==> src/rtl/dgc_pkg.sv <==
// Package for the converter update timing and general counter block.
// Assumes a 20 MHz system clock and an APB register slave.
package dgc_pkg;
   localparam int unsigned DGC_CLK_HZ = 20000000;
   localparam int unsigned DGC_FIX_HZ = 2000000;
   localparam int unsigned DGC_FIX_DIV = DGC_CLK_HZ / DGC_FIX_HZ;
   localparam logic [7:0] DGC_A_CTRL = 8'h00;
   localparam logic [7:0] DGC_A_STAT = 8'h04;
   localparam logic [7:0] DGC_A_DAC0 = 8'h08;
   localparam logic [7:0] DGC_A_DAC1 = 8'h0c;
   localparam logic [7:0] DGC_A_IVAL = 8'h10;
   localparam logic [7:0] DGC_A_CMODE = 8'h14;
   localparam logic [7:0] DGC_A_CNT0 = 8'h18;
   localparam int unsigned DGC_CTRL_DLY0 = 0;
   localparam int unsigned DGC_CTRL_DLY1 = 1;
   localparam int unsigned DGC_CTRL_INT = 2;
   localparam int unsigned DGC_CTRL_IVEN = 3;
   localparam int unsigned DGC_M_FALL = 0;
   localparam int unsigned DGC_M_GATE = 1;
   localparam int unsigned DGC_M_EDGE = 2;
   localparam int unsigned DGC_DAC_W = 12;
   localparam int unsigned DGC_CNT_W = 16;
   localparam int unsigned DGC_NCNT = 3;
   localparam logic [15:0] DGC_CNT_RST = 16'hffff;
   typedef enum logic [2:0]
   {
      DGC_IDLE = 3'b001,
      DGC_SETUP = 3'b010,
      DGC_ACC = 3'b100
   } dgc_apb_t;
endpackage

==> src/rtl/dgc_top.sv <==
// Converter update timing and three general 16-bit down counters.
// Assumes an APB master on clk_sys_in; pins are asynchronous.
//
// Summary of operation
// - Interval counter times converter loads internally.
// - External update strobe may time loads instead.
// - Immediate mode updates output on write.
// - Delayed mode holds value until update event.
// - Strobe rising edge raises update interrupt.
// - Strobe is level sensitive during writes.
// - Converters load while output-load signal high.
// - Counter zero clocked from fixed 2 MHz.
// - Counters 1 and 2 count chosen edge, counter 0 every 2 MHz tick; value readable.
// - Gate suspends and resumes event counting.
// - Level gating counts down only gate high.
// - Edge gating starts count after gate rise.
// - Frequency mode counts falling edges while gated.
// - Gate sampled, output changed on clock rise.
// - Three 16-bit counters plus 8-bit mode register.
`timescale 1ns/1ns
`default_nettype none
module dgc_top
   import dgc_pkg::*;
(
   input wire logic clk_sys_in,
   input wire logic reset_n_in,
   input wire logic psel_in,
   input wire logic penable_in,
   input wire logic pwrite_in,
   input wire logic [7:0] paddr_in,
   input wire logic [31:0] pwdata_in,
   output logic [31:0] prdata_out,
   output logic pready_out,
   output logic pslverr_out,
   input wire logic ext_output_load_n_in,
   input wire logic [DGC_NCNT-1:1] cnt_clk_in,
   input wire logic [DGC_NCNT-1:0] cnt_gate_in,
   output logic [DGC_NCNT-1:0] cnt_out,
   output logic [DGC_DAC_W-1:0] dac0_out,
   output logic [DGC_DAC_W-1:0] dac1_out,
   output logic update_irq_out
);
   // ----------------------------------------------------------------
   // Synchronisers.
   // ----------------------------------------------------------------
   logic [2:0] ld_sync_reg;
   logic [DGC_NCNT-1:1] clk_s1_reg, clk_s2_reg, clk_s3_reg;
   logic [DGC_NCNT-1:0] gate_s1_reg, gate_s2_reg;
   // Pins idle high through pull-ups, so every stage resets high to avoid a false edge.
   always_ff @(posedge clk_sys_in)
   begin
      if (!reset_n_in)
         ld_sync_reg <= '1;
      else
         ld_sync_reg <= {ld_sync_reg[1:0], ext_output_load_n_in};
   end
   always_ff @(posedge clk_sys_in)
   begin
      if (!reset_n_in)
      begin
         clk_s1_reg <= '1;
         clk_s2_reg <= '1;
         clk_s3_reg <= '1;
      end
      else
      begin
         clk_s1_reg <= cnt_clk_in;
         clk_s2_reg <= clk_s1_reg;
         clk_s3_reg <= clk_s2_reg;
      end
   end
   always_ff @(posedge clk_sys_in)
   begin
      if (!reset_n_in)
      begin
         gate_s1_reg <= '1;
         gate_s2_reg <= '1;
      end
      else
      begin
         gate_s1_reg <= cnt_gate_in;
         gate_s2_reg <= gate_s1_reg;
      end
   end
   wire logic ld_low = !ld_sync_reg[1];
   wire logic ld_rise = ld_sync_reg[1] && !ld_sync_reg[2];

   // ----------------------------------------------------------------
   // Fixed 2 MHz enable.
   // ----------------------------------------------------------------
   logic [7:0] div_reg;
   logic fix_en_reg, fix_ph_reg;
   always_ff @(posedge clk_sys_in)
   begin
      if (!reset_n_in)
      begin
         div_reg <= '0;
         fix_en_reg <= 1'b0;
         fix_ph_reg <= 1'b0;
      end
      else
      begin
         fix_en_reg <= (div_reg == 8'(DGC_FIX_DIV - 1));
         div_reg <= (div_reg == 8'(DGC_FIX_DIV - 1)) ? 8'h00 : div_reg + 8'h01;
         if (div_reg == 8'(DGC_FIX_DIV / 2 - 1) || div_reg == 8'(DGC_FIX_DIV - 1))
            fix_ph_reg <= !fix_ph_reg;
      end
   end

   // ----------------------------------------------------------------
   // APB slave.
   // ----------------------------------------------------------------
   dgc_apb_t st_reg;
   logic [3:0] ctrl_reg;
   logic [DGC_DAC_W-1:0] hold0_reg, hold1_reg;
   logic [DGC_CNT_W-1:0] ival_reg, ival_cnt_reg;
   logic [7:0] cmode_reg;
   logic [DGC_CNT_W-1:0] load_reg [DGC_NCNT];
   logic [DGC_CNT_W-1:0] cnt_reg [DGC_NCNT];
   logic [DGC_NCNT-1:0] cnt_ld_reg;
   logic wr0_reg, wr1_reg, irq_clr_reg;
   wire logic acc = psel_in && penable_in;
   wire logic wr = acc && pwrite_in;
   wire logic cnt_hit = paddr_in >= DGC_A_CNT0 &&
                        paddr_in < 8'(DGC_A_CNT0 + 4 * DGC_NCNT) && paddr_in[1:0] == 2'b00;
   wire logic [1:0] cnt_idx = 2'((paddr_in - DGC_A_CNT0) >> 2);
   wire logic hit = cnt_hit || paddr_in == DGC_A_CTRL || paddr_in == DGC_A_STAT ||
                    paddr_in == DGC_A_DAC0 || paddr_in == DGC_A_DAC1 ||
                    paddr_in == DGC_A_IVAL || paddr_in == DGC_A_CMODE;
   always_ff @(posedge clk_sys_in)
   begin
      if (!reset_n_in)
      begin
         st_reg <= DGC_IDLE;
         pready_out <= 1'b0;
         pslverr_out <= 1'b0;
         prdata_out <= '0;
      end
      else
      begin
         pready_out <= 1'b0;
         pslverr_out <= 1'b0;
         case (st_reg)
            DGC_IDLE: if (psel_in && !penable_in) st_reg <= DGC_SETUP;
            DGC_SETUP:
            begin
               st_reg <= DGC_ACC;
               pready_out <= 1'b1;
               pslverr_out <= !hit;
               prdata_out <= '0;
               if (cnt_hit)
                  prdata_out <= 32'(cnt_reg[cnt_idx]);
               else if (paddr_in == DGC_A_CTRL)
                  prdata_out <= 32'(ctrl_reg);
               else if (paddr_in == DGC_A_STAT)
                  prdata_out <= {30'h0, ld_low, update_irq_out};
               else if (paddr_in == DGC_A_DAC0)
                  prdata_out <= 32'(hold0_reg);
               else if (paddr_in == DGC_A_DAC1)
                  prdata_out <= 32'(hold1_reg);
               else if (paddr_in == DGC_A_IVAL)
                  prdata_out <= 32'(ival_reg);
               else if (paddr_in == DGC_A_CMODE)
                  prdata_out <= 32'(cmode_reg);
            end
            DGC_ACC: st_reg <= (psel_in && !penable_in) ? DGC_SETUP : DGC_IDLE;
            default: st_reg <= DGC_IDLE;
         endcase
      end
   end
   wire logic wr_take = wr && pready_out;

   // ----------------------------------------------------------------
   // Register writes.
   // ----------------------------------------------------------------
   always_ff @(posedge clk_sys_in)
   begin
      if (!reset_n_in)
      begin
         ctrl_reg <= '0;
         hold0_reg <= '0;
         hold1_reg <= '0;
         ival_reg <= DGC_CNT_RST;
         cmode_reg <= '0;
      end
      else if (wr_take)
      begin
         if (paddr_in == DGC_A_CTRL) ctrl_reg <= pwdata_in[3:0];
         if (paddr_in == DGC_A_DAC0) hold0_reg <= pwdata_in[DGC_DAC_W-1:0];
         if (paddr_in == DGC_A_DAC1) hold1_reg <= pwdata_in[DGC_DAC_W-1:0];
         if (paddr_in == DGC_A_IVAL) ival_reg <= pwdata_in[DGC_CNT_W-1:0];
         if (paddr_in == DGC_A_CMODE) cmode_reg <= pwdata_in[7:0];
      end
   end

   always_ff @(posedge clk_sys_in)
   begin
      if (!reset_n_in)
      begin
         wr0_reg <= 1'b0;
         wr1_reg <= 1'b0;
         irq_clr_reg <= 1'b0;
      end
      else
      begin
         wr0_reg <= wr_take && paddr_in == DGC_A_DAC0;
         wr1_reg <= wr_take && paddr_in == DGC_A_DAC1;
         irq_clr_reg <= wr_take && paddr_in == DGC_A_STAT && pwdata_in[0];
      end
   end

   always_ff @(posedge clk_sys_in)
   begin
      if (!reset_n_in)
      begin
         cnt_ld_reg <= '0;
         for (int i = 0; i < DGC_NCNT; i++) load_reg[i] <= DGC_CNT_RST;
      end
      else
      begin
         cnt_ld_reg <= '0;
         if (wr_take && cnt_hit)
         begin
            load_reg[cnt_idx] <= pwdata_in[DGC_CNT_W-1:0];
            cnt_ld_reg[cnt_idx] <= 1'b1;
         end
      end
   end

   // ----------------------------------------------------------------
   // Converter update path.
   // ----------------------------------------------------------------
   logic ival_tick_reg;
   always_ff @(posedge clk_sys_in)
   begin
      if (!reset_n_in)
      begin
         ival_cnt_reg <= DGC_CNT_RST;
         ival_tick_reg <= 1'b0;
      end
      else
      begin
         ival_tick_reg <= 1'b0;
         if (ctrl_reg[DGC_CTRL_IVEN] && fix_en_reg)
         begin
            if (ival_cnt_reg == '0)
            begin
               ival_cnt_reg <= ival_reg;
               ival_tick_reg <= 1'b1;
            end
            else
               ival_cnt_reg <= ival_cnt_reg - 16'h0001;
         end
         else if (!ctrl_reg[DGC_CTRL_IVEN])
            ival_cnt_reg <= ival_reg;
      end
   end
   // Output-load signal: level of the strobe or an interval tick.
   wire logic out_load = (!ctrl_reg[DGC_CTRL_INT] && ld_low) ||
                         (ctrl_reg[DGC_CTRL_INT] && ival_tick_reg);
   always_ff @(posedge clk_sys_in)
   begin
      if (!reset_n_in)
      begin
         dac0_out <= '0;
         dac1_out <= '0;
      end
      else
      begin
         if (!ctrl_reg[DGC_CTRL_DLY0] ? wr0_reg : out_load)
            dac0_out <= hold0_reg;
         if (!ctrl_reg[DGC_CTRL_DLY1] ? wr1_reg : out_load)
            dac1_out <= hold1_reg;
      end
   end
   always_ff @(posedge clk_sys_in)
   begin
      if (!reset_n_in)
         update_irq_out <= 1'b0;
      else if (ld_rise)
         update_irq_out <= 1'b1;
      else if (irq_clr_reg)
         update_irq_out <= 1'b0;
   end

   // ----------------------------------------------------------------
   // General counters.
   // ----------------------------------------------------------------
   logic [DGC_NCNT-1:0] gate_d_reg, armed_reg;
   genvar g;
   generate
      for (g = 0; g < DGC_NCNT; g++)
      begin : g_cnt
         logic ck_now, ck_old, tick, g_ok;
         if (g == 0)
         begin : g_fix
            assign ck_now = fix_ph_reg;
            assign ck_old = !fix_ph_reg;
            assign tick = fix_en_reg;
         end
         else
         begin : g_ext
            assign ck_now = clk_s2_reg[g];
            assign ck_old = clk_s3_reg[g];
            assign tick = 1'b0;
         end
         wire logic rise = (g == 0) ? tick : (ck_now && !ck_old);
         wire logic fall = (g == 0) ? tick : (!ck_now && ck_old);
         wire logic edg = cmode_reg[g*2 + DGC_M_FALL] ? fall : rise;
         wire logic [1:0] md = cmode_reg[g*2+1 -: 2];
         assign g_ok = md[1] ? armed_reg[g] : (!md[0] || gate_s2_reg[g]);
         always_ff @(posedge clk_sys_in)
         begin
            if (!reset_n_in)
            begin
               cnt_reg[g] <= DGC_CNT_RST;
               gate_d_reg[g] <= 1'b1;
               armed_reg[g] <= 1'b0;
               cnt_out[g] <= 1'b0;
            end
            else
            begin
               if (rise)
               begin
                  gate_d_reg[g] <= gate_s2_reg[g];
                  if (gate_s2_reg[g] && !gate_d_reg[g]) armed_reg[g] <= 1'b1;
                  cnt_out[g] <= cnt_reg[g] == '0;
               end
               if (cnt_ld_reg[g])
               begin
                  cnt_reg[g] <= load_reg[g];
                  armed_reg[g] <= 1'b0;
               end
               else if (edg && g_ok)
                  cnt_reg[g] <= cnt_reg[g] - 16'h0001;
            end
         end
      end
   endgenerate
endmodule
`default_nettype wire

==> config.mk <==
export PLATFORM = sky130hd
export DESIGN_NAME = dgc_top
export DESIGN_NICKNAME = d
export VERILOG_FILES = /design/src/rtl/dgc_pkg.sv /design/src/rtl/dgc_top.sv
export SDC_FILE = /design/constraint.sdc
export NUM_CORES = 1
export LEC_CHECK = 0
export BUFFER_PORTS_ARGS = -buffer_cell sky130_fd_sc_hd__buf_4
export CORE_ASPECT_RATIO = 0.7
export CORE_MARGIN = 10
export CORE_UTILIZATION = 53
export DETAILED_ROUTE_END_ITERATION = 10
export PLACE_DENSITY_LB_ADDON = 0.2
export SYNTH_ARGS = -nofsm -noshare
export SYNTH_HDL_FRONTEND = slang
export SYNTH_SLANG_ARGS = --single-unit
==> constraint.sdc <==
create_clock -name clk_sys_in -period 3 [get_ports clk_sys_in]
set_input_delay 0.45 -clock clk_sys_in [delete_from_list [all_inputs] [get_ports clk_sys_in]]
set_output_delay 0.45 -clock clk_sys_in [all_outputs]
set_load 0.02 [all_outputs]
==> impl_metrics.prom, run 1 <==
# TYPE chip_impl_metric gauge
chip_impl_info{name="status",value="complete, no violations"} 1
chip_impl_metric{name="p_sw_share",unit="%"} 22.6
chip_impl_metric{name="placementRows",unit=""} 44
chip_impl_info{name="layout_commonest_cell",value="dfxtp_1"} 1
chip_impl_metric{name="synthDistinctLibCells",unit=""} 61
chip_impl_metric{name="ant_nets",unit=""} 0
chip_impl_metric{name="fmaxAchievable",unit="MHz"} 410
chip_impl_metric{name="finalCritPeriodShare",unit="%"} 81.3
chip_impl_info{name="layout_common_cells",value="dfxtp_1 (154), nand2_1 (151), nor2_1 (126)"} 1
chip_impl_info{name="cp-startpoint",value="cnt_reg[2][7]"} 1
chip_impl_metric{name="synth-edff-count",unit=""} 96
chip_impl_info{name="end_point_of_the_critical_path",value="cnt_reg[2][15]"} 1
chip_impl_metric{name="slew_headroom",unit="%"} 47.7
chip_impl_metric{name="ctsResizeCount",unit=""} 0
chip_impl_info{name="synth_ff_type",value="dfxtp_1"} 1
chip_impl_metric{name="die_area",unit="um2"} 27700
chip_impl_metric{name="clkSlewWorstSetupHoldPaths",unit="ps"} 70
chip_impl_metric{name="fin_hold_ws",unit="ps"} 96.8
chip_impl_metric{name="floorplan.io_pins",unit=""} 113
chip_impl_metric{name="reg2reg_depth",unit=""} 5
chip_impl_metric{name="drc",unit=""} 0
chip_impl_metric{name="skew_final",unit="ps"} 10.3
chip_impl_metric{name="final_hold_viol_count",unit=""} 0
chip_impl_metric{name="share_clk_of_total_power",unit="%"} 45.1
chip_impl_metric{name="htreeDepth",unit=""} 1
chip_impl_metric{name="multi_input_comb_area",unit="um2"} 4970
chip_impl_metric{name="cts.sink_count",unit=""} 250
chip_impl_metric{name="grt_max_degree",unit=""} 59
chip_impl_metric{name="place.gp.congestion",unit=""} 0.916
chip_impl_metric{name="detail_route.wl_per_cell",unit="um"} 20.6
chip_impl_metric{name="p_int",unit="W"} 0.00544
chip_impl_metric{name="antenna_found_initial",unit=""} 0
chip_impl_metric{name="port_buffers",unit=""} 80
chip_impl_metric{name="rrSetupSlack",unit="ps"} 560
chip_impl_metric{name="setup_viol",unit=""} 0
chip_impl_metric{name="power_density",unit="nW/um2"} 537
chip_impl_info{name="worst-setup-path-type",value="reg -> reg"} 1
chip_impl_info{name="worstReg2RegStart",value="cnt_reg[2][7]"} 1
chip_impl_metric{name="die-width",unit="um"} 195
chip_impl_metric{name="irDropWorstVdd",unit="uV"} 388
chip_impl_metric{name="min_path_cells",unit=""} 2
chip_impl_metric{name="grt.total_usage",unit="%"} 22.5
chip_impl_metric{name="fin_total_pwr",unit="W"} 0.00703
chip_impl_metric{name="antenna_cells",unit=""} 0
chip_impl_metric{name="period_minus_slack",unit="ps"} 2440
chip_impl_metric{name="routed-via-count",unit=""} 9287
chip_impl_metric{name="first_pass_iteration_count_of_the_detailed_router",unit=""} 5
chip_impl_metric{name="power.combinational.fraction",unit="%"} 4.4
chip_impl_metric{name="post-place-ws",unit="ps"} 263
chip_impl_metric{name="post_cts.repair.setup_buffers",unit=""} 0
chip_impl_metric{name="floorplan.die.height",unit="um"} 142
chip_impl_info{name="setup_repair_after_global_routing_missed_its_margin",value="no"} 1
chip_impl_metric{name="synth-warning-count",unit=""} 0
chip_impl_metric{name="crit_required",unit="ps"} 3280
chip_impl_metric{name="sequential_share_of_the_synthesized_area",unit="%"} 52.6
chip_impl_info{name="reg2reg_to",value="cnt_reg[2][15]"} 1
chip_impl_metric{name="worstPathArrival",unit="ps"} 2720
chip_impl_info{name="timing.critical_path.from_type",value="flop"} 1
chip_impl_metric{name="worstPathMaxFanout",unit=""} 4
chip_impl_metric{name="setup-tns-final",unit="ps"} 0
chip_impl_metric{name="place_hpwl",unit="um"} 22800
chip_impl_metric{name="sequential_fraction_of_design_power",unit="%"} 50.5
chip_impl_metric{name="clock_latency",unit="ps"} 540
chip_impl_metric{name="final_net_count",unit=""} 1339
chip_impl_metric{name="postRouteWirelength",unit="um"} 32500
chip_impl_metric{name="synthArstFlopShare",unit="%"} 0
chip_impl_info{name="capturing_element_type_of_the_critical_path",value="flop"} 1
chip_impl_metric{name="cts.hold.buffers_added",unit=""} 0
chip_impl_metric{name="layout_setup_ws",unit="ps"} 560
chip_impl_metric{name="avgViaCountPerCell",unit=""} 5.90
chip_impl_metric{name="seqCellArea",unit="um2"} 5970
chip_impl_info{name="min_path_type",value="in -> reg"} 1
chip_impl_info{name="clock_tree_from_tritoncts",value="yes"} 1
chip_impl_metric{name="syn-instance-count",unit=""} 1204
chip_impl_metric{name="drt_initial_violations",unit=""} 1056
chip_impl_metric{name="area_of_the_mapped_netlist",unit="um2"} 11300
chip_impl_metric{name="cap_viol_max_count",unit=""} 0
chip_impl_metric{name="grt_pass1_wl",unit="um"} 49900
chip_impl_info{name="cts.root.buffer_cell",value="clkbuf_16"} 1
chip_impl_metric{name="grt_pass1_vias",unit=""} 8551
chip_impl_metric{name="area_growth",unit="%"} 15.5
chip_impl_metric{name="start_util",unit="%"} 54.3
chip_impl_metric{name="switchingPower",unit="W"} 0.00159
chip_impl_metric{name="design.core.area",unit="um2"} 20900
chip_impl_metric{name="postSynthAreaPerCell",unit="um2"} 9.41
chip_impl_metric{name="numCtsBuffers",unit=""} 25
chip_impl_metric{name="grt.overflow.total",unit=""} 0
chip_impl_metric{name="final.fill_count",unit=""} 1760
chip_impl_metric{name="post_route_cells_drive_above_1_share",unit="%"} 14.9
chip_impl_metric{name="final-max-slew-violation-count",unit=""} 0
chip_impl_metric{name="synth-seq-cells",unit=""} 250
chip_impl_metric{name="power.leakage",unit="nW"} 4.69
chip_impl_metric{name="tightestPinTransition",unit="ps"} 777
chip_impl_metric{name="clock_tree.buffer_depth",unit=""} 3
-- per-stage QoR --
stage,utilization (%),instances,cell area (um2)
2_1_floorplan,-,1219,11400
3_3_place_gp,58.8,1530,12300
3_5_place_dp,58.8,1530,12300
4_1_cts,62.8,1575,13100
5_1_grt,62.8,1575,13100
6_report,62.8,1575,13100
-- layout make-up --
class	count	share of cell area [%]
repair buffers	118	6.86
multi-input cells	864	38.0
clock buffers	34	5.61
clock inverters	11	0.707
flip-flops and latches	250	45.6
inverters	22	0.631
well taps	276	2.64
-- cells in the mapped netlist, types with 5 or more instances --
cell type	number	share of area (%)
a21oi_1	115	5.1
a22oi_1	15	0.99
a31oi_1	11	0.61
and2_1	5	0.28
and3_1	7	0.39
buf_1	7	0.23
buf_2	14	0.62
buf_4	16	1.1
clkbuf_1	46	1.5
dfxtp_1	154	27
edfxtp_1	96	25
ha_1	7	0.77
inv_1	22	0.73
mux2i_1	55	4.9
nand2_1	151	5.0
nand2b_1	59	3.3
nand3_1	42	1.9
nand4_1	8	0.44
nor2_1	126	4.2
nor2b_1	7	0.39
nor3_1	29	1.3
nor4_1	18	0.99
o211ai_1	11	0.73
o21ai_0	35	1.5
o22ai_1	8	0.44
or2_2	18	0.99
or3_1	12	0.66
or4_1	5	0.33
xnor2_1	25	1.9
xor2_1	19	1.5
-- cells by family (layout without fill, tap and decap cells) --
family,after synthesis,count (layout),synth area share (%)
AOI/OAI and AO/OA,232,232,12.3
buffers and inverters,105,185,4.16
adders and majority gates,7,7,0.773
muxes,58,58,5.16
DFF,250,250,52.6
other,1,16,0.0331
and+or+nand+nor,507,507,21.6
xor gates and xnor gates,44,44,3.40
-- routing by layer --
| metal | vias to the layer above | global-route usage, % | wire length (um) |
|---|---|---|---|
| met4 | 0 | 5.77 | 786 |
| met1 | 4413 | 32.8 | 14700 |
| met2 | 452 | 31.5 | 13100 |
| met3 | 53 | 6.78 | 3820 |
| met5 | - | 0 | 0 |
| li1 | 4369 | - | - |
-- critical path, stage by stage, from the launching register on --
cell	delay, ps
edfxtp_1	480
or3_1	450
or4_1	680
nor4_1	300
xnor2_1	190
a21oi_1	90
-- power groups by stage --
stage	clock (W)	combinational (W)	sequential (W)
finish	0.00317	0.000312	0.00355
CTS	0.00318	0.000306	0.00355
global route	0.00331	0.000331	0.00355
global placement	0	0.000302	0.00362
floorplan	0	0.000180	0.00362
detailed placement	0	0.000305	0.00362
-- worst min-delay path by stage --
stage	start	end	slack, ps
finish	cnt_clk_in[1]	clk_s1_reg[1]	100
CTS	cnt_clk_in[1]	clk_s1_reg[1]	90
floorplan	clk_s1_reg[1]	clk_s2_reg[1]	390
global placement	gate_s1_reg[1]	gate_s2_reg[1]	390
detailed placement	gate_s1_reg[2]	gate_s2_reg[2]	400
global route	cnt_clk_in[1]	clk_s1_reg[1]	90
No activity file was read; power rests on OpenSTA's default activity.
==> run 2, diff against run 1 <==
Clock period 3 ns to 1.99 ns, I/O delays scaled along.
==> run 2 against run 1 <==
Net effect:
- the flow now finishes with violations (negative setup slack)
- flip-flop and latch count did not move
- routed wire length rose by 4.7%
- global-route usage rose by 1.2 points
- final cell count rose by 5.8%
- clock-buffer cell count did not move
- clock power rose by 49%
- largest power group unchanged
- highest routed layer unchanged
==> impl_metrics.prom, run 2 (synthesis results as in run 1) <==
# TYPE chip_impl_metric gauge
chip_impl_metric{name="floorplan.die.height",unit="um"} 142
chip_impl_metric{name="critical_path_buf_inv_count",unit=""} 0
chip_impl_info{name="reg2reg_to",value="cnt_reg[2][15]"} 1
chip_impl_info{name="setup_repair_after_global_routing_missed_its_margin",value="yes"} 1
chip_impl_metric{name="clock_tree.buffer_depth",unit=""} 3
chip_impl_metric{name="crit_required",unit="ps"} 2260
chip_impl_info{name="min_from",value="pwdata_in[12]"} 1
chip_impl_metric{name="place.gp.congestion",unit=""} 0.920
chip_impl_info{name="timing.critical_path.from_type",value="flop"} 1
chip_impl_metric{name="irDropWorstVdd",unit="uV"} 633
chip_impl_info{name="cts.root.buffer_cell",value="clkbuf_16"} 1
chip_impl_metric{name="layout_setup_ws",unit="ps"} -47.4
chip_impl_metric{name="antenna_found_initial",unit=""} 0
chip_impl_info{name="clock_tree_from_tritoncts",value="yes"} 1
chip_impl_metric{name="placementRows",unit=""} 44
chip_impl_metric{name="cts.sink_count",unit=""} 250
chip_impl_metric{name="grt_pass1_wl",unit="um"} 52400
chip_impl_metric{name="finalCritPeriodShare",unit="%"} 102
chip_impl_metric{name="worst_path_largest_cell_delay",unit="ps"} 600
chip_impl_metric{name="skew_final",unit="ps"} 9.90
chip_impl_metric{name="cap_viol_max_count",unit=""} 0
chip_impl_metric{name="fmaxAchievable",unit="MHz"} 491
chip_impl_metric{name="rrSetupSlack",unit="ps"} -50
chip_impl_info{name="worst-setup-path-type",value="reg -> reg"} 1
chip_impl_metric{name="first_pass_iteration_count_of_the_detailed_router",unit=""} 5
chip_impl_info{name="violated_checks",value="negative setup slack"} 1
chip_impl_metric{name="post-place-cells",unit=""} 1613
chip_impl_metric{name="final_hold_viol_count",unit=""} 0
chip_impl_metric{name="cp_num_cells",unit=""} 5
chip_impl_metric{name="min_path_cells",unit=""} 3
chip_impl_metric{name="ant_nets",unit=""} 0
chip_impl_metric{name="die-width",unit="um"} 195
chip_impl_metric{name="instances_no_fill",unit=""} 1666
chip_impl_metric{name="final_net_count",unit=""} 1430
chip_impl_info{name="layout_common_cells",value="buf_4 (195), dfxtp_1 (152), nand2_1 (149)"} 1
chip_impl_metric{name="area_growth",unit="%"} 24.3
chip_impl_metric{name="start_util",unit="%"} 54.3
chip_impl_metric{name="design.core.area",unit="um2"} 20900
chip_impl_metric{name="tightestPinTransition",unit="ps"} 558
chip_impl_metric{name="period_minus_slack",unit="ps"} 2040
chip_impl_metric{name="grt_pass1_vias",unit=""} 9079
chip_impl_info{name="worst_path_max_delay_cell",value="or4_4"} 1
chip_impl_metric{name="clkSlewWorstSetupHoldPaths",unit="ps"} 70
chip_impl_metric{name="antenna_cells",unit=""} 0
chip_impl_metric{name="drc",unit=""} 0
chip_impl_metric{name="numCtsBuffers",unit=""} 24
chip_impl_metric{name="setup_viol",unit=""} 1
chip_impl_info{name="timing.hold.worst_endpoint",value="ival_reg[12]"} 1
chip_impl_metric{name="grt.total_usage",unit="%"} 23.7
chip_impl_metric{name="reg2reg_depth",unit=""} 5
chip_impl_metric{name="routed-via-count",unit=""} 9669
chip_impl_metric{name="placed_area",unit="um2"} 13000
chip_impl_metric{name="postRouteWirelength",unit="um"} 34000
chip_impl_info{name="min_path_type",value="in -> reg"} 1
chip_impl_metric{name="clock_latency",unit="ps"} 520
chip_impl_metric{name="place_hpwl",unit="um"} 24000
chip_impl_metric{name="worstPathMaxFanout",unit=""} 3
chip_impl_metric{name="port_buffers",unit=""} 80
chip_impl_metric{name="power_density",unit="nW/um2"} 750
chip_impl_info{name="layout_commonest_cell",value="buf_4"} 1
chip_impl_metric{name="detail_route.wl_per_cell",unit="um"} 20.4
chip_impl_info{name="worstReg2RegStart",value="cnt_reg[2][4]"} 1
chip_impl_metric{name="die_area",unit="um2"} 27700
chip_impl_metric{name="floorplan.io_pins",unit=""} 113
chip_impl_info{name="capturing_element_type_of_the_critical_path",value="flop"} 1
chip_impl_metric{name="grt_max_degree",unit=""} 60
chip_impl_metric{name="post_route_cells_drive_above_1_share",unit="%"} 22.5
chip_impl_metric{name="drt_initial_violations",unit=""} 1159
chip_impl_metric{name="grt.overflow.total",unit=""} 0
chip_impl_metric{name="avgViaCountPerCell",unit=""} 5.80
chip_impl_metric{name="slew_headroom",unit="%"} 62.8
chip_impl_info{name="timing.critical_path.cells",value="or3_4 > or4_4 > nor4_4 > xnor2_1 > a21oi_1"} 1
chip_impl_metric{name="final_design_area_no_fill",unit="um2"} 14100
chip_impl_metric{name="worstPathArrival",unit="ps"} 2310
chip_impl_info{name="status",value="finished, violations left"} 1
chip_impl_info{name="worst_path_dominant_cell_family",value="simple AND/OR/NAND/NOR gates"} 1
chip_impl_metric{name="final-max-slew-violation-count",unit=""} 0
chip_impl_metric{name="power.leakage",unit="nW"} 5.23
chip_impl_metric{name="htreeDepth",unit=""} 1
==> run 2: worst max path at each step <==
stage / start / endpoint / slack (ps)
floorplan: paddr_in[1] / load_reg[0][0] / -280
global placement: paddr_in[1] / ctrl_reg[2] / -240
detailed placement: paddr_in[1] / ctrl_reg[3] / -280
CTS: cnt_reg[2][0] / cnt_reg[2][15] / -60
global route: cnt_reg[2][5] / cnt_reg[2][15] / -120
finish: cnt_reg[2][4] / cnt_reg[2][15] / -50
==> run 2: cell type report <==
class,count,area (um2)
inverter,22,82.6
clock buffer,34,719
sequential,250,5970
fill,1671,6770
timing repair buffer,210,1660
tap,276,345
multi-input combinational,864,5220
clock inverter,10,97.6
==> run 2: worst min-delay path, stage by stage <==
cell and delay [ps]:
buf_4 110, nand2_1 50, nand3_1 70
==> run 2: where the power goes <==
group | switching [W] | internal [W]
sequential | 0.0000216 | 0.00533
combinational | 0.000338 | 0.000174
clock | 0.00194 | 0.00277
==> run 2: per-layer routing <==
layer	vias to the layer above	share of wire [%]	global-route usage (%)	wire length, um
met1	4573	44	34.2	15100
met2	479	42	34.4	14300
li1	4564	-	-	-
met4	0	1.4	4.05	493
met3	53	12	7.70	4230
met5	-	0	0	0
==> run 2: what timing repair did <==
action,CTS,global route
resized for setup,9,26
hold buffers,6,0
buffers inserted,2,1
hold endpoints to repair,6,0
endpoints found under the setup margin,14,25
pin swaps,2,8
==> run 2: stage by stage <==
step	hold WS [ps]	setup TNS, ps	setup slack, ps	utilization, %	total power, W
2_1_floorplan	386	-16610	-282	-	0.00574
3_3_place_gp	389	-18880	-241	62.5	0.00595
3_5_place_dp	393	-22210	-276	62.5	0.00596
4_1_cts	34.2	-60.6	-58.0	67.0	0.0106
5_1_grt	41.5	-256	-122	67.5	0.0109
6_report	45.4	-47.4	-47.4	67.5	0.0106
==> run 3, diff against run 2 <==
Settings changed: ABC_AREA from default to 1, CORE_UTILIZATION 53 to 54.
==> run 3 against run 2 <==
Net effect:
- the run now ends clean
- area after synthesis grew 1.2%
- core utilization shrank 1.7 points
- cell area shrank 2.7%
- largest power group unchanged
- highest routed layer unchanged
==> impl_metrics.prom, run 3 <==
# TYPE chip_impl_metric gauge
chip_impl_metric{name="post-place-cells",unit=""} 1736
chip_impl_info{name="layout_common_cells",value="nand2_1 (219), inv_1 (172), dfxtp_1 (154)"} 1
chip_impl_metric{name="synthArstFlopShare",unit="%"} 0
chip_impl_metric{name="setup-tns-final",unit="ps"} 0
chip_impl_info{name="layout_commonest_cell",value="nand2_1"} 1
chip_impl_metric{name="area_of_the_mapped_netlist",unit="um2"} 11500
chip_impl_metric{name="rrSetupSlack",unit="ps"} 140
chip_impl_metric{name="place.gp.congestion",unit=""} 1.00
chip_impl_metric{name="instances_no_fill",unit=""} 1789
chip_impl_metric{name="crit_required",unit="ps"} 2360
chip_impl_metric{name="die-width",unit="um"} 194
chip_impl_metric{name="placementRows",unit=""} 44
chip_impl_info{name="min_path_type",value="in -> reg"} 1
chip_impl_metric{name="synthDistinctLibCells",unit=""} 44
chip_impl_info{name="synth_area_leaders",value="dfxtp_1 (27%), edfxtp_1 (25%), nand2_1 (7.2%)"} 1
chip_impl_metric{name="postRouteWirelength",unit="um"} 34600
chip_impl_metric{name="post_synth_top_area_share",unit="%"} 26.9
chip_impl_metric{name="grt_max_degree",unit=""} 87
chip_impl_info{name="worstReg2RegStart",value="cmode_reg[2]"} 1
chip_impl_metric{name="htreeDepth",unit=""} 1
chip_impl_metric{name="power_density",unit="nW/um2"} 778
chip_impl_metric{name="finalCritPeriodShare",unit="%"} 92.7
chip_impl_metric{name="floorplan.die.height",unit="um"} 142
chip_impl_metric{name="slew_headroom",unit="%"} 60.2
chip_impl_info{name="setup_repair_after_global_routing_missed_its_margin",value="no"} 1
chip_impl_metric{name="floorplan.io_pins",unit=""} 113
chip_impl_metric{name="grt_pass1_wl",unit="um"} 52400
chip_impl_metric{name="drc",unit=""} 0
chip_impl_metric{name="layout_setup_ws",unit="ps"} 145
chip_impl_metric{name="grt.overflow.total",unit=""} 0
chip_impl_metric{name="grt.total_usage",unit="%"} 23.9
chip_impl_metric{name="clkSlewWorstSetupHoldPaths",unit="ps"} 60
chip_impl_info{name="status",value="complete, no violations"} 1
chip_impl_metric{name="reg2reg_depth",unit=""} 6
chip_impl_info{name="worst-setup-path-type",value="reg -> reg"} 1
chip_impl_info{name="clock_tree_from_tritoncts",value="yes"} 1
chip_impl_metric{name="postSynthAreaPerCell",unit="um2"} 8.42
chip_impl_info{name="cts.root.buffer_cell",value="clkbuf_16"} 1
chip_impl_metric{name="drt_initial_violations",unit=""} 1109
chip_impl_metric{name="routed-via-count",unit=""} 10100
chip_impl_info{name="synth_ff_type",value="dfxtp_1"} 1
chip_impl_metric{name="synth-warning-count",unit=""} 0
chip_impl_metric{name="area_growth",unit="%"} 19.5
chip_impl_info{name="timing.critical_path.from_type",value="flop"} 1
chip_impl_metric{name="cap_viol_max_count",unit=""} 0
chip_impl_metric{name="antenna_cells",unit=""} 0
chip_impl_metric{name="final_net_count",unit=""} 1554
chip_impl_metric{name="worstPathMaxFanout",unit=""} 13
chip_impl_metric{name="syn-instance-count",unit=""} 1363
chip_impl_metric{name="fmaxAchievable",unit="MHz"} 542
chip_impl_metric{name="cts.sink_count",unit=""} 250
chip_impl_metric{name="period_minus_slack",unit="ps"} 1850
chip_impl_metric{name="clock_latency",unit="ps"} 530
chip_impl_metric{name="synth-seq-cells",unit=""} 250
chip_impl_metric{name="synth-edff-count",unit=""} 96
chip_impl_metric{name="grt_pass1_vias",unit=""} 9189
chip_impl_info{name="min_from",value="pwdata_in[13]"} 1
chip_impl_metric{name="seqCellArea",unit="um2"} 5970
chip_impl_metric{name="tightestPinTransition",unit="ps"} 596
chip_impl_metric{name="multi_input_comb_area",unit="um2"} 4540
chip_impl_metric{name="design.core.area",unit="um2"} 20800
chip_impl_metric{name="worstPathArrival",unit="ps"} 2210
chip_impl_metric{name="final_hold_viol_count",unit=""} 0
chip_impl_metric{name="first_pass_iteration_count_of_the_detailed_router",unit=""} 6
chip_impl_info{name="timing.hold.worst_endpoint",value="ival_reg[13]"} 1
chip_impl_metric{name="numCtsBuffers",unit=""} 25
chip_impl_metric{name="post_route_cells_drive_above_1_share",unit="%"} 16.3
chip_impl_metric{name="detail_route.wl_per_cell",unit="um"} 19.3
chip_impl_metric{name="skew_final",unit="ps"} 11.6
chip_impl_metric{name="power.leakage",unit="nW"} 5.39
chip_impl_metric{name="placed_area",unit="um2"} 12800
chip_impl_metric{name="ant_nets",unit=""} 0
chip_impl_metric{name="port_buffers",unit=""} 80
chip_impl_info{name="post-synth-top-area-cell",value="dfxtp_1"} 1
chip_impl_metric{name="final.fill_count",unit=""} 1777
chip_impl_metric{name="min_path_cells",unit=""} 3
chip_impl_metric{name="irDropWorstVdd",unit="uV"} 529
chip_impl_metric{name="die_area",unit="um2"} 27600
chip_impl_metric{name="sequential_share_of_the_synthesized_area",unit="%"} 52.0
chip_impl_metric{name="start_util",unit="%"} 55.1
chip_impl_metric{name="final-max-slew-violation-count",unit=""} 0
chip_impl_info{name="most_used_standard_cell_by_instance_count_after_synthesis",value="nand2_1"} 1
chip_impl_metric{name="final_design_area_no_fill",unit="um2"} 13700
chip_impl_metric{name="fin_total_pwr",unit="W"} 0.0107
chip_impl_info{name="reg2reg_to",value="cnt_reg[1][13]"} 1
chip_impl_metric{name="antenna_found_initial",unit=""} 0
chip_impl_metric{name="avgViaCountPerCell",unit=""} 5.67
chip_impl_info{name="capturing_element_type_of_the_critical_path",value="flop"} 1
chip_impl_metric{name="clock_tree.buffer_depth",unit=""} 3
chip_impl_metric{name="setup_viol",unit=""} 0
chip_impl_metric{name="place_hpwl",unit="um"} 25300
chip_impl_metric{name="post-place-ws",unit="ps"} 22.1
chip_impl_info{name="netlist_top_cells_count",value="nand2_1 (219), inv_1 (172), dfxtp_1 (154)"} 1
-- run 3: cell count changes in the layout (fill, tap and decap cells not counted), moves of 21 or more --
cell | previous run | this run
buf_4 | 195 | 137
o211ai_1 | 11 | 41
o21ai_0 | 35 | 138
mux2i_1 | 53 | 0
inv_1 | 17 | 172
nand2_1 | 149 | 219
xnor2_1 | 25 | 4
nand2b_1 | 56 | 0
-- run 3: layer usage --
layer  routed length [um]  global-route usage [%]  vias up
met1                15400                    35.0     4711
met5                    0                       0        -
li1                     -                       -     4844
met2                14100                    33.5      536
met4                  702                    5.13        0
met3                 4400                    7.32       51
-- run 3: worst max-delay path by stage --
stage                  start              to  slack (ps)
2_1_floorplan     pready_out  load_reg[0][0]         -50
3_3_place_gp     paddr_in[6]  load_reg[1][8]          60
3_5_place_dp      reset_n_in  cnt_reg[0][13]          20
4_1_cts        cnt_reg[2][2]  cnt_reg[2][15]         110
5_1_grt         cmode_reg[2]  cnt_reg[1][13]         0.3
6_report        cmode_reg[2]  cnt_reg[1][13]         140
-- run 3: cell type report --
cell class              instances  area share, %
inverters                     182           4.98
well taps                     276           2.52
flip-flops and latches        250           43.5
multi-input cells             880           33.1
repair buffers                157           9.77
clock inverters                 3          0.292
clock buffers                  41           5.77
-- run 3: what timing repair did --
action                     4_1_cts  5_1_grt
hold endpoints to repair         9        0
setup endpoints to repair        0        5
gates resized for setup          0        4
hold buffers                     9        0
buffers inserted                 0        0
-- run 3: where the power goes --
part / internal, W / switching (W) / total [W]
Clock: 0.00282 / 0.00197 / 0.00480
Sequential: 0.00533 / 0.0000200 / 0.00535
Combinational: 0.000172 / 0.000353 / 0.000525
-- run 3: logic make-up (layout without fill, tap and decap cells) --
family	after synthesis	after routing	synth area share [%]
other	1	16	0.0327
AND/OR/NAND/NOR	482	482	19.2
AO/OA/AOI/OAI	354	354	17.2
buffers and inverters	248	383	9.17
XOR/XNOR	21	21	1.60
flip-flops	250	250	52.0
adder cells (fa/ha/maj)	7	7	0.763
-- run 3: stage by stage --
| step | util [%] | hold WS [ps] |
|---|---|---|
| floorplan | - | 393 |
| global placement | 61.4 | 402 |
| detailed placement | 61.4 | 399 |
| CTS | 65.8 | 3.74 |
| global route | 65.9 | 28.9 |
| finish | 65.9 | 10.6 |
-- run 3: critical path, cell delays in order (launching register included) --
cell	delay (ps)
dfxtp_1	390
inv_1	160
a221oi_1	290
nand2_1	150
inv_1	370
o21ai_0	170
o21ai_0	160
